**config.mk**
```make
export PLATFORM = sky130hd
export DESIGN_NAME = u9b_uart
export DESIGN_NICKNAME = d
export VERILOG_FILES = /design/src/design/u9b_uart.v
export VERILOG_INCLUDE_DIRS = /design/src /design/src/design
export SDC_FILE = /design/constraint.sdc
export NUM_CORES = 1
export LEC_CHECK = 0
export ABC_AREA = 1
export BUFFER_PORTS_ARGS = -buffer_cell sky130_fd_sc_hd__buf_4
export CAP_MARGIN = 30
export CORE_ASPECT_RATIO = 1.2
export CORE_MARGIN = 2
export CORE_UTILIZATION = 30
export DETAILED_ROUTE_END_ITERATION = 12
export GPL_TIMING_DRIVEN = 0
export PLACE_DENSITY = 0.44
export SLEW_MARGIN = 30
export SYNTH_ARGS = -nofsm -noshare
export SYNTH_HDL_FRONTEND = slang
export SYNTH_SLANG_ARGS = --single-unit
```
**constraint.sdc**
```tcl
create_clock -name sys_clk_i -period 4.51 [get_ports sys_clk_i]
set_input_delay 0.451 -clock sys_clk_i [delete_from_list [all_inputs] [get_ports sys_clk_i]]
set_output_delay 0.451 -clock sys_clk_i [all_outputs]
set_load 0.02 [all_outputs]
```
**src/design/u9b_uart_defines.vh**
```
// constants for the 9-bit capable serial port: register addresses, bit fields, counts
`ifndef U9B_UART_DEFINES_VH
`define U9B_UART_DEFINES_VH
`define U9B_ADDR_PROGRAM_CONTROL 8'h87
`define U9B_ADDR_SERIAL_CONTROL 8'h98
`define U9B_ADDR_SERIAL_BUFFER 8'h99
`define U9B_ADDR_BAUD_FRACTION 8'h9D
`define U9B_ADDR_BAUD_TIMER_CONTROL 8'h9E
`define U9B_ADDR_TIMER2_CONTROL 8'hC8
`define U9B_RST_BYTE 8'h00
// program_control
`define U9B_PC_BAUD_DOUBLE 7
// serial_control
`define U9B_SC_MODE_HI 7
`define U9B_SC_MODE_LO 6
`define U9B_SC_MULTIPROC 5
`define U9B_SC_RX_ENABLE 4
`define U9B_SC_TX_NINTH 3
`define U9B_SC_RX_NINTH 2
`define U9B_SC_TX_DONE 1
`define U9B_SC_RX_DONE 0
// timer2_control
`define U9B_T2_RX_CLK_SEL 5
`define U9B_T2_TX_CLK_SEL 4
`define U9B_T2_RUN 2
// baud_timer_control
`define U9B_BT_OVERWRITE 7
`define U9B_BT_FRAME_ERR 6
`define U9B_BT_BREAK_ERR 5
`define U9B_BT_EXT_DIV 4:3
`define U9B_BT_INT_SHIFT 2:0
`define U9B_BF_FRACTION 5:0
// mode codes {mode_sel_hi, mode_sel_lo}
`define U9B_MODE_SHIFT 2'b00
`define U9B_MODE_8BIT 2'b01
`define U9B_MODE_9BIT_FIXED 2'b10
// mode 0 divider: 12 core clocks per bit, clock high from count 6
`define U9B_M0_LAST 4'hB
`define U9B_M0_HALF 4'h6
// 16x oversampling
`define U9B_OS_LAST 4'hF
`define U9B_OS_MID 4'h7
// last bit index of a frame
`define U9B_M0_LAST_BIT 4'h7
`define U9B_M1_LAST_BIT 4'h9
`define U9B_M2_LAST_BIT 4'hA
// line low for 9 bit times at 16 ticks each
`define U9B_BREAK_TICKS 8'h90
// uart timer: base step 64 per core clock
`define U9B_UT_BASE 17'h00040
`define U9B_T2_TOP 16'hFFFF
`endif

```
**src/design/u9b_uart.v**
```verilog
// serial port with shift, 8-bit and 9-bit modes, baud sources and extended error flags
// How it works
// - 9-bit send: data LSB first, then ninth bit
// - sending starts at next baud tick
// - tx done flag set as stop bit starts
// - extended off: accept only if rx flag clear
// - multiprocessor 9-bit: need ninth bit set
// - accept: latch byte, ninth bit, set flag
// - both mode bits set select mode 3
// - mode 3 frames like mode 2
// - buffer write starts transmission in every mode
// - mode 0 receive needs flag clear, enable
// - async receive starts on start bit if enabled
// - mode 0 bit rate is clock/12
// - mode 2 rate clock/32 or clock/16
// - timer 1 rate: overflow times 2^double/32
// - timer 2 select bits give clock/(32*(65536-reload))
// - timer 2 counts every two clocks, 16 overflows/bit
// - transmit and receive timer 2 selects independent, uart timer select shared
// - uart timer shift is integer plus extended field
// - uart timer rate scaled by 1+fraction/64
// - frame error flag when stop bit missing
// - break flag when line low for 9 bit times, extended on only
// - 8-bit multiprocessor: need stop, store it
// - overwrite flag when unread byte replaced
// - mode 0 is synchronous shift, clock on txd
// - mode 1 is 10-bit async frame
// - mode 2 is 11-bit frame, fixed rate
// - extended on: async receive even with rx flag set, overwrite cleared by read
`timescale 1ns/1ns
`include "u9b_uart_defines.vh"
module u9b_uart (
    input wire sys_clk_i,
    input wire rst_n_i,
    input wire [7:0] sfr_addr_i,
    input wire sfr_wr_i,
    input wire sfr_rd_i,
    input wire [7:0] sfr_wdata_i,
    output reg [7:0] sfr_rdata_o,
    input wire extended_uart_en_i,
    input wire uart_timer_sel_i,
    input wire t1_ovf_i,
    input wire [7:0] t2_reload_high_i,
    input wire [7:0] t2_reload_low_i,
    input wire rxd_i,
    output reg rxd_o,
    output reg rxd_oe_o,
    output reg txd_o
);
    localparam TX_IDLE = 3'b001;
    localparam TX_WAIT = 3'b010;
    localparam TX_SEND = 3'b100;
    localparam RX_IDLE = 3'b001;
    localparam RX_ASYNC = 3'b010;
    localparam RX_SHIFT = 3'b100;

    reg [7:0] program_control;
    reg [7:0] serial_control;
    reg [7:0] timer2_control;
    reg [7:0] baud_fraction;
    reg [4:0] baud_div;
    reg [7:0] rx_buf;
    reg overwrite_err_flag;
    reg frame_err_flag;
    reg break_err_flag;

    // register strobes
    wire wr_pc = sfr_wr_i && (sfr_addr_i == `U9B_ADDR_PROGRAM_CONTROL);
    wire wr_sc = sfr_wr_i && (sfr_addr_i == `U9B_ADDR_SERIAL_CONTROL);
    wire wr_sb = sfr_wr_i && (sfr_addr_i == `U9B_ADDR_SERIAL_BUFFER);
    wire rd_sb = sfr_rd_i && (sfr_addr_i == `U9B_ADDR_SERIAL_BUFFER);
    wire wr_bf = sfr_wr_i && (sfr_addr_i == `U9B_ADDR_BAUD_FRACTION);
    wire wr_bt = sfr_wr_i && (sfr_addr_i == `U9B_ADDR_BAUD_TIMER_CONTROL);
    wire wr_t2 = sfr_wr_i && (sfr_addr_i == `U9B_ADDR_TIMER2_CONTROL);

    // mode decode, mode 3 shares everything with mode 2 but the rate source
    wire [1:0] mode = {serial_control[`U9B_SC_MODE_HI], serial_control[`U9B_SC_MODE_LO]};
    wire mode0 = (mode == `U9B_MODE_SHIFT);
    wire mode1 = (mode == `U9B_MODE_8BIT);
    wire baud_double = program_control[`U9B_PC_BAUD_DOUBLE];
    wire rx_done = serial_control[`U9B_SC_RX_DONE];

    // pick a 16x tick: mode 2 fixed, else timer 2, uart timer or timer 1
    function pick_tick;
        input [1:0] md;
        input t2_sel;
        input ut_sel;
        input t2_t;
        input ut_t;
        input t1_t;
        input m2_t;
        begin
            if (md == `U9B_MODE_9BIT_FIXED) begin
                pick_tick = m2_t;
            end else if (t2_sel) begin
                pick_tick = t2_t;
            end else if (ut_sel) begin
                pick_tick = ut_t;
            end else begin
                pick_tick = t1_t;
            end
        end
    endfunction

    // timer 2 baud generator: counts every second clock, reloads on overflow
    reg t2_phase;
    reg [15:0] t2_count;
    reg t2_ovf;
    wire t2_run = timer2_control[`U9B_T2_RUN] &&
        (timer2_control[`U9B_T2_TX_CLK_SEL] || timer2_control[`U9B_T2_RX_CLK_SEL]);
    always @(posedge sys_clk_i or negedge rst_n_i) begin
        if (!rst_n_i) begin
            t2_phase <= 1'b0;
            t2_count <= 16'h0000;
            t2_ovf <= 1'b0;
        end else begin
            t2_ovf <= 1'b0;
            if (t2_run) begin
                t2_phase <= ~t2_phase;
                if (t2_phase) begin
                    if (t2_count == `U9B_T2_TOP) begin
                        t2_count <= {t2_reload_high_i, t2_reload_low_i};
                        t2_ovf <= 1'b1;
                    end else begin
                        t2_count <= t2_count + 16'h0001;
                    end
                end
            end else begin
                t2_phase <= 1'b0;
            end
        end
    end

    // uart timer: phase accumulator, step 64+fraction against 64 shifted left
    reg [16:0] ut_acc;
    reg ut_tick;
    wire [3:0] ut_shift = {2'b00, baud_div[4:3]} + {1'b0, baud_div[2:0]};
    wire [16:0] ut_limit = `U9B_UT_BASE << ut_shift;
    wire [16:0] ut_sum = ut_acc + {10'h000, 1'b1, baud_fraction[`U9B_BF_FRACTION]};
    // timer 1 halved unless doubled, mode 2 tick every clock or every other
    reg t1_half;
    reg m2_half;
    reg [3:0] m0_cnt;
    wire t1_tick = t1_ovf_i && (baud_double || t1_half);
    wire m2_tick = baud_double || m2_half;
    wire m0_tick = (m0_cnt == `U9B_M0_LAST);
    always @(posedge sys_clk_i or negedge rst_n_i) begin
        if (!rst_n_i) begin
            ut_acc <= 17'h00000;
            ut_tick <= 1'b0;
            t1_half <= 1'b0;
            m2_half <= 1'b0;
            m0_cnt <= 4'h0;
        end else begin
            if (ut_sum >= ut_limit) begin
                ut_acc <= ut_sum - ut_limit;
                ut_tick <= 1'b1;
            end else begin
                ut_acc <= ut_sum;
                ut_tick <= 1'b0;
            end
            if (t1_ovf_i) begin
                t1_half <= ~t1_half;
            end
            m2_half <= ~m2_half;
            m0_cnt <= m0_tick ? 4'h0 : m0_cnt + 4'h1;
        end
    end

    // separate timer 2 select per direction, uart timer select and timer 1 shared
    wire tx_tick16 = pick_tick(mode, timer2_control[`U9B_T2_TX_CLK_SEL], uart_timer_sel_i,
        t2_ovf, ut_tick, t1_tick, m2_tick);
    wire rx_tick16 = pick_tick(mode, timer2_control[`U9B_T2_RX_CLK_SEL], uart_timer_sel_i,
        t2_ovf, ut_tick, t1_tick, m2_tick);

    // receive pin synchroniser; edge detect looks only at the later stages
    reg rxd_meta;
    reg rxd_sync;
    reg rxd_prev;
    always @(posedge sys_clk_i or negedge rst_n_i) begin
        if (!rst_n_i) begin
            rxd_meta <= 1'b1;
            rxd_sync <= 1'b1;
            rxd_prev <= 1'b1;
        end else begin
            rxd_meta <= rxd_i;
            rxd_sync <= rxd_meta;
            rxd_prev <= rxd_sync;
        end
    end

    // transmit
    reg [2:0] tx_state;
    reg [10:0] tx_shift;
    reg [3:0] tx_cnt;
    reg [3:0] tx_os;
    reg [2:0] next_tx_state;
    reg [10:0] next_tx_shift;
    reg [3:0] next_tx_cnt;
    reg tx_set_done;
    wire tx_bit = mode0 ? m0_tick : (tx_tick16 && (tx_os == `U9B_OS_LAST));
    wire [3:0] tx_last = mode0 ? `U9B_M0_LAST_BIT : (mode1 ? `U9B_M1_LAST_BIT : `U9B_M2_LAST_BIT);
    reg [2:0] rx_state;

    always @* begin
        next_tx_state = tx_state;
        next_tx_shift = tx_shift;
        next_tx_cnt = tx_cnt;
        tx_set_done = 1'b0;
        case (tx_state)
            TX_IDLE: begin
                next_tx_state = TX_IDLE;
            end
            TX_WAIT: begin
                if (tx_bit) begin
                    next_tx_state = TX_SEND;
                end
            end
            TX_SEND: begin
                if (tx_bit) begin
                    if (tx_cnt == tx_last) begin
                        next_tx_state = TX_IDLE;
                        tx_set_done = mode0;
                    end else begin
                        next_tx_shift = {1'b1, tx_shift[10:1]};
                        next_tx_cnt = tx_cnt + 4'h1;
                        tx_set_done = !mode0 && (next_tx_cnt == tx_last);
                    end
                end
            end
            default: begin
                next_tx_state = TX_IDLE;
            end
        endcase
        // a buffer write always restarts the frame
        if (wr_sb) begin
            next_tx_state = TX_WAIT;
            next_tx_cnt = 4'h0;
            if (mode0) begin
                next_tx_shift = {3'b111, sfr_wdata_i};
            end else if (mode1) begin
                next_tx_shift = {2'b11, sfr_wdata_i, 1'b0};
            end else begin
                next_tx_shift = {1'b1, serial_control[`U9B_SC_TX_NINTH], sfr_wdata_i, 1'b0};
            end
        end
    end

    // outputs registered from next state so line and done flag move together
    always @(posedge sys_clk_i or negedge rst_n_i) begin
        if (!rst_n_i) begin
            tx_state <= TX_IDLE;
            tx_shift <= 11'h7FF;
            tx_cnt <= 4'h0;
            tx_os <= 4'h0;
            txd_o <= 1'b1;
            rxd_o <= 1'b1;
            rxd_oe_o <= 1'b0;
        end else begin
            tx_state <= next_tx_state;
            tx_shift <= next_tx_shift;
            tx_cnt <= next_tx_cnt;
            if (tx_tick16) begin
                tx_os <= tx_os + 4'h1;
            end
            if (mode0) begin
                // shift clock low for the first half of each bit
                txd_o <= ((next_tx_state == TX_SEND) || (rx_state == RX_SHIFT)) ?
                    (m0_cnt >= `U9B_M0_HALF) : 1'b1;
                rxd_oe_o <= (next_tx_state == TX_SEND);
                rxd_o <= (next_tx_state == TX_SEND) ? next_tx_shift[0] : 1'b1;
            end else begin
                txd_o <= (next_tx_state == TX_SEND) ? next_tx_shift[0] : 1'b1;
                rxd_oe_o <= 1'b0;
                rxd_o <= 1'b1;
            end
        end
    end

    // receive
    reg [3:0] rx_os;
    reg [3:0] rx_cnt;
    reg [8:0] rx_shift;
    reg rx_accept;
    reg rx_stop_seen;
    reg rx_frame_end;
    reg rx_ninth;
    reg [7:0] rx_data;
    reg [7:0] brk_cnt;
    wire [3:0] rx_last = mode1 ? `U9B_M1_LAST_BIT : `U9B_M2_LAST_BIT;
    wire rx_sample = rx_tick16 && (rx_os == `U9B_OS_MID);
    // byte and ninth bit position depend on frame length
    wire [7:0] async_data = mode1 ? rx_shift[8:1] : rx_shift[7:0];
    wire async_ninth = mode1 ? rxd_sync : rx_shift[8];
    // acceptance test at the stop bit sample
    wire async_ok = (extended_uart_en_i || !rx_done) &&
        (!serial_control[`U9B_SC_MULTIPROC] || async_ninth);

    always @(posedge sys_clk_i or negedge rst_n_i) begin
        if (!rst_n_i) begin
            rx_state <= RX_IDLE;
            rx_os <= 4'h0;
            rx_cnt <= 4'h0;
            rx_shift <= 9'h000;
            rx_accept <= 1'b0;
            rx_frame_end <= 1'b0;
            rx_stop_seen <= 1'b1;
            rx_ninth <= 1'b0;
            rx_data <= 8'h00;
        end else begin
            rx_accept <= 1'b0;
            rx_frame_end <= 1'b0;
            if (rx_tick16) begin
                rx_os <= rx_os + 4'h1;
            end
            case (rx_state)
                RX_IDLE: begin
                    rx_cnt <= 4'h0;
                    if (mode0) begin
                        if (m0_tick && !rx_done && serial_control[`U9B_SC_RX_ENABLE]) begin
                            rx_state <= RX_SHIFT;
                        end
                    end else if (serial_control[`U9B_SC_RX_ENABLE] && rxd_prev && !rxd_sync) begin
                        rx_state <= RX_ASYNC;
                        rx_os <= 4'h0;
                    end
                end
                RX_ASYNC: begin
                    if (rx_sample) begin
                        if (rx_cnt == 4'h0) begin
                            // a start bit gone high by mid-bit was a glitch
                            rx_state <= rxd_sync ? RX_IDLE : RX_ASYNC;
                            rx_cnt <= 4'h1;
                        end else if (rx_cnt == rx_last) begin
                            rx_state <= RX_IDLE;
                            rx_frame_end <= 1'b1;
                            rx_stop_seen <= rxd_sync;
                            rx_accept <= async_ok;
                            rx_data <= async_data;
                            rx_ninth <= async_ninth;
                        end else begin
                            rx_shift <= {rxd_sync, rx_shift[8:1]};
                            rx_cnt <= rx_cnt + 4'h1;
                        end
                    end
                end
                RX_SHIFT: begin
                    // sample at the end of the high clock phase
                    if (m0_tick) begin
                        rx_shift <= {rxd_sync, rx_shift[8:1]};
                        rx_cnt <= rx_cnt + 4'h1;
                        if (rx_cnt == `U9B_M0_LAST_BIT) begin
                            rx_state <= RX_IDLE;
                            rx_accept <= 1'b1;
                            rx_data <= {rxd_sync, rx_shift[8:2]};
                            rx_ninth <= serial_control[`U9B_SC_RX_NINTH];
                        end
                    end
                end
                default: begin
                    rx_state <= RX_IDLE;
                end
            endcase
            // clearing rx enable mid-frame drops the frame
            if (!serial_control[`U9B_SC_RX_ENABLE]) begin
                rx_state <= RX_IDLE;
            end
        end
    end

    // break counter in 16x ticks while the line stays low
    always @(posedge sys_clk_i or negedge rst_n_i) begin
        if (!rst_n_i) begin
            brk_cnt <= 8'h00;
        end else if (rxd_sync || mode0) begin
            brk_cnt <= 8'h00;
        end else if (rx_tick16 && (brk_cnt != `U9B_BREAK_TICKS)) begin
            brk_cnt <= brk_cnt + 8'h01;
        end
    end

    // software registers; hardware set beats a same-cycle software clear
    always @(posedge sys_clk_i or negedge rst_n_i) begin
        if (!rst_n_i) begin
            program_control <= `U9B_RST_BYTE;
            serial_control <= `U9B_RST_BYTE;
            timer2_control <= `U9B_RST_BYTE;
            baud_fraction <= `U9B_RST_BYTE;
            baud_div <= 5'h00;
            rx_buf <= `U9B_RST_BYTE;
            overwrite_err_flag <= 1'b0;
            frame_err_flag <= 1'b0;
            break_err_flag <= 1'b0;
        end else begin
            if (wr_pc) begin
                program_control <= sfr_wdata_i;
            end
            if (wr_t2) begin
                timer2_control <= sfr_wdata_i;
            end
            if (wr_bf) begin
                baud_fraction <= sfr_wdata_i;
            end
            if (wr_sc) begin
                serial_control <= sfr_wdata_i;
            end
            if (tx_set_done) begin
                serial_control[`U9B_SC_TX_DONE] <= 1'b1;
            end
            if (rx_accept) begin
                rx_buf <= rx_data;
                serial_control[`U9B_SC_RX_NINTH] <= rx_ninth;
                serial_control[`U9B_SC_RX_DONE] <= 1'b1;
            end
            // error flags: writing 0 clears, writing 1 leaves them alone
            if (wr_bt) begin
                baud_div <= {sfr_wdata_i[`U9B_BT_EXT_DIV], sfr_wdata_i[`U9B_BT_INT_SHIFT]};
                overwrite_err_flag <= overwrite_err_flag & sfr_wdata_i[`U9B_BT_OVERWRITE];
                frame_err_flag <= frame_err_flag & sfr_wdata_i[`U9B_BT_FRAME_ERR];
                break_err_flag <= break_err_flag & sfr_wdata_i[`U9B_BT_BREAK_ERR];
            end
            if (rd_sb) begin
                overwrite_err_flag <= 1'b0;
            end
            if (rx_accept && extended_uart_en_i && rx_done) begin
                overwrite_err_flag <= 1'b1;
            end
            if (rx_frame_end && !rx_stop_seen) begin
                frame_err_flag <= 1'b1;
            end
            if (extended_uart_en_i && (brk_cnt == `U9B_BREAK_TICKS)) begin
                break_err_flag <= 1'b1;
            end
        end
    end

    // read data registered; unmapped addresses read zero
    always @(posedge sys_clk_i or negedge rst_n_i) begin
        if (!rst_n_i) begin
            sfr_rdata_o <= 8'h00;
        end else if (!sfr_rd_i) begin
            sfr_rdata_o <= 8'h00;
        end else begin
            case (sfr_addr_i)
                `U9B_ADDR_PROGRAM_CONTROL: sfr_rdata_o <= program_control;
                `U9B_ADDR_SERIAL_CONTROL: sfr_rdata_o <= serial_control;
                `U9B_ADDR_SERIAL_BUFFER: sfr_rdata_o <= rx_buf;
                `U9B_ADDR_BAUD_FRACTION: sfr_rdata_o <= baud_fraction;
                `U9B_ADDR_BAUD_TIMER_CONTROL: sfr_rdata_o <= {overwrite_err_flag, frame_err_flag,
                    break_err_flag, baud_div};
                `U9B_ADDR_TIMER2_CONTROL: sfr_rdata_o <= timer2_control;
                default: sfr_rdata_o <= 8'h00;
            endcase
        end
    end
endmodule

```
# After elaboration in Yosys (flattened, before gate mapping)
# Index checks and enable logic that the tools add are counted.
# classes
n_addsub	10
magnitude_cmp	2
n_eq_ne	38
shift	1
mux	103
n_bitwise	7
n_reduce_logical	53
# ops
operator	count
8-bit 2-to-1 mux	9
8-bit == test, second input constant	7
4-bit 2-to-1 mux	14
8-bit one-hot mux with 6 select lines	1
1-bit 2-to-1 mux	44
11-bit 2-to-1 mux	4
3-bit 2-to-1 mux	14
9-bit 2-to-1 mux	4
1-bit logical AND	22
4-bit by 1-bit adder with 4-bit output, second input constant	5
10-bit 2-to-1 mux	2
9-bit one-hot mux with 2 select lines	1
17-bit by 7-bit adder with 17-bit output	1
17-bit greater-or-equal comparator	1
17-bit 2-to-1 mux	1
7-bit by 4-bit << shifter with 17-bit output, first input constant	1
17-bit subtractor	1
16-bit by 1-bit adder with 16-bit output, second input constant	1
16-bit == test, second input constant	1
16-bit 2-to-1 mux	1
8-bit one-hot mux with 2 select lines	1
2-bit nonzero test	8
4-bit == test	3
2-bit inequality test, second input constant	6
32 further kinds	61
# totals
register_bits	166
inputBits	40
elab_cells	255

# Depth between registers and ports, before layout
# depth
word_depth	14
depth_mapped	21
depth_no_buf	21

# Worst setup path after synthesis
# Ideal clock, no wire load.
# synth_path
kind	reg2reg
startpoint	register baud_fraction[0]
endpoint	register ut_acc[16]
t_arrival_ns	3.098
path_slack_ns	1.295
stages_incl_launch_ff	21
period_less_slack_ns	3.215
cell_sequence	dfrtp_1 -> ha_1 -> fa_1 -> nand3_1 -> nand3_1 -> a31oi_1 -> a21oi_1 -> xor2_1 -> inv_1 -> ha_1 -> nand2_1 -> inv_1 -> nand2_1 -> nand2_1 -> a21oi_2 -> o21ai_2 -> nand3_4 -> nand3_4 -> buf_8 -> nand2_1 -> nand2_1
# synth_between
elab_chain_len	3
# synth_lines
element	line	rtl
start, declared	u9b_uart.v:60	reg [7:0] baud_fraction;
start signal, assigned	u9b_uart.v:388	baud_fraction <= `U9B_RST_BYTE;
start signal, assigned	u9b_uart.v:402	baud_fraction <= sfr_wdata_i;
17-bit by 7-bit adder with 17-bit output *	u9b_uart.v:139	wire [16:0] ut_sum = ut_acc + {10'h000, 1'b1, baud_fraction[`U9B_BF_FRACTION]};
17-bit subtractor / 17-bit greater-or-equal comparator (equally long branches)	u9b_uart.v:156, u9b_uart.v:155	
17-bit 2-to-1 mux *	u9b_uart.v:155	if (ut_sum >= ut_limit) begin
end signal, assigned	u9b_uart.v:156	ut_acc <= ut_sum - ut_limit;
end signal, assigned	u9b_uart.v:159	ut_acc <= ut_sum;
end, declared	u9b_uart.v:135	reg [16:0] ut_acc;
# Mark *: on every way between the ends. The rest lies on a longest branch, timed or not.
# A chain may end at the register's enable or synchronous reset.

# Worst setup path after layout
# layout_path
startpoint	register baud_fraction[0]
endpoint	register ut_acc[13]
# Same word-level chain as after synthesis.

==> metrics.yaml <==
synth.largest_area_cell: "dfrtp_1"
place_inst: 1578
cts_tree: "done"
syn_nets: 1201
hold_end: "rxd_meta$_DFF_PN1_"
fin_crit_ns: 3.88
synth_warnings: 0
cp_top_family: "adder cells"
yosys-top-cells-count: "nand2_1, dfrtp_1, inv_1"
p_clk_frac: 0.289
totalWireLength_um: 24700
path_cells: "ha_1 -> fa_1 -> nand3_1 -> nand3_1 -> a31oi_1 -> a21oi_1 -> xor2_1 -> inv_1 -> ha_1 -> nand2_1 -> inv_1 -> nand2_1 -> nand2_1 -> a21oi_2 -> o21ai_0 -> nand2_1 -> nand2_1 -> nand2_1 -> nand3_2 -> nand2_1"
drv_cap: 0
grt_pass1_vias: 7725
hold_start: "rxd_i"
post_cts_resized: 0
cpMostUsedCell: "nand2_1"
clock_latency_ns: 0.44
synth.most_common_cell: "nand2_1"
layout.nets: 1273
gp_congestion: 0.840
wl_met3_um: 583
regToRegEndpoint: "ut_acc[13]$_DFF_PN0_"
hp-class: "in -> reg"
hold_viol: 0
h-tree-depth: 4
drive_above_1_share: 0.144
path_buf_inv: 2
initialDrtViolationCount: 435
finalSetupViolations: 0
cp_data_arrival_time_ns: 4.20
start_util: 0.305
clock_path_buffers: 2
area_growth_pct: 16.6
criticalPathCategory: "reg -> reg"
drc_errors: 0
syn_area_um2: 9280
peakVddDrop_v: 0.000243
overflow: 0
min_path_cells: 1
cts_made_buffers: 17
regToRegStartpoint: "baud_fraction[0]$_DFFE_PN0P_"
fin_cells: 1611
clock-root-buffer: "clkbuf_16"
die_x_um: 165
rows: 70
dp_hpwl_um: 18800
period_share: 0.861
synth-edff-count: 0
r2r_slack_ns: 0.63
ys_seq_elements: 166
synth.area.top_cells: "dfrtp_1, nand2_1, inv_1, dfstp_2, o21ai_0"
ant_nets: 0
internal-power_w: 0.00329
fin_util: 0.355
grt_max_degree: 80
critPathLaunchType: "flop"
powerDensity_nw_per_um2: 482
synth_ff_type: "dfrtp_1"
dr.pass1.iters: 5
ys_types: 62
fin_setup_tns_ns: 0
yosysSeqAreaShare: 0.450
swShare: 0.369
pwr-share-comb: 0.350
finClkSkew_ns: 0.0142
top_layer: "met4"
p_leak_nw: 5.16
max_stage_delay_ns: 0.48
synthCells: 1130
synth-async-reset-ratio: 1.00
grt_usage: 0.162
portBuffers: 50
clkTransAtPathRegs_ns: 0.07
status: "complete, no violations"
pwr-share-seq: 0.362
met2_wirelength_um: 12100
relSlewSlack: 0.517
whs_ns: 0.112
wl_met1_um: 11500
die_area_um2: 32400
cts_hold_buf: 1
wl_per_cell_um: 15.3
grt_pass1_wl_um: 40900
avgSynthCellArea_um2: 8.22
r2r_cells: 20
vias: 7604
fp.dieH_um: 197
synth_top_area_share: 0.396
cts_setup_buffers: 0
worstPathRequired_ns: 4.83
diodes: 0
cts.sink_count: 166
worst_setup_path_end_kind: "flop"
num_io_pins: 51
fp.coreArea_um2: 30500
rsz0062_at_grt: "false"
switching_power_w: 0.00192
cp_max_fo: 4
clock.fmax_mhz: 258
slowest_stage: "fa_1"
max_slew.worst_pin.slew_ns: 0.719
viasPerCell: 4.72
antenna_found_initial: 0
drv_slew: 0
[registers in the layout (all words and copies together), names as in the netlist, 9 cells and up]
name      count
rx_shift      9
tx_shift     11
ut_acc       17
t2_count     16
[cell families (layout without fill, tap and decap cells)]
| family | Yosys count | in the layout | synth area share |
|---|---|---|---|
| mux | 9 | 9 | 0.0109 |
| fa+ha+maj | 31 | 31 | 0.0434 |
| buf+inv | 171 | 256 | 0.0732 |
| xor+xnor | 42 | 42 | 0.0404 |
| simple gates | 485 | 485 | 0.241 |
| flops | 166 | 166 | 0.450 |
| compound gates | 226 | 226 | 0.141 |
[per-stage QoR]
stage,area [um2],setup slack (ns),power [W]
after floorplan,9280,1.29,0.00329
after global placement,10200,0.714,0.00373
after detailed placement,10200,0.656,0.00375
after CTS,10800,0.621,0.00530
after global routing,10800,0.334,0.00565
final,10800,0.629,0.00521
[power by group through the flow]
stage	Clock (W)	Combinational, W	Sequential, W
after CTS	0.00156	0.00185	0.00189
after global placement	0	0.00182	0.00191
after detailed placement	0	0.00184	0.00191
final	0.00150	0.00182	0.00188
after floorplan	0	0.00142	0.00187
after global routing	0.00162	0.00211	0.00191
[cell usage in the layout, fill, tap and decap left out, types with 29 or more instances in the layout]
master   instances
inv_1          139
nor2_1          56
xor2_1          34
buf_4           51
dfrtp_1        147
o21ai_0         96
a21oi_1         46
nand3_1         56
nand2_1        289
ha_1            29
[area by class of cell]
cell class / instances / area, um2
plain buffers: 19 / 108
clock buffers: 20 / 437
fillers: 3203 / 19700
repair buffers: 53 / 448
inverters: 152 / 572
multi-input cells: 793 / 4430
flip-flops and latches: 166 / 4180
clock inverters: 12 / 158
well taps: 396 / 495
[metal layers]
| metal | track usage | up-vias |
|---|---|---|
| met5 | 0 | - |
| met4 | 0.0551 | 0 |
| met3 | 0.0255 | 26 |
| met2 | 0.270 | 108 |
| met1 | 0.213 | 3589 |
| li1 | - | 3881 |
[worst max path at each step]
| stage | from | to | slack, ns | depth (start not counted) |
|---|---|---|---|---|
| after floorplan | baud_fraction[0]$_DFFE_PN0P_ | ut_acc[16]$_DFF_PN0_ | 1.29 | 20 |
| after global placement | baud_fraction[0]$_DFFE_PN0P_ | ut_acc[14]$_DFF_PN0_ | 0.71 | 19 |
| after detailed placement | baud_fraction[0]$_DFFE_PN0P_ | ut_acc[13]$_DFF_PN0_ | 0.66 | 20 |
| after CTS | baud_fraction[0]$_DFFE_PN0P_ | ut_acc[13]$_DFF_PN0_ | 0.62 | 20 |
| after global routing | baud_fraction[0]$_DFFE_PN0P_ | ut_acc[13]$_DFF_PN0_ | 0.33 | 20 |
| final | baud_fraction[0]$_DFFE_PN0P_ | ut_acc[13]$_DFF_PN0_ | 0.63 | 20 |
Power figures use the tool's default switching activity.
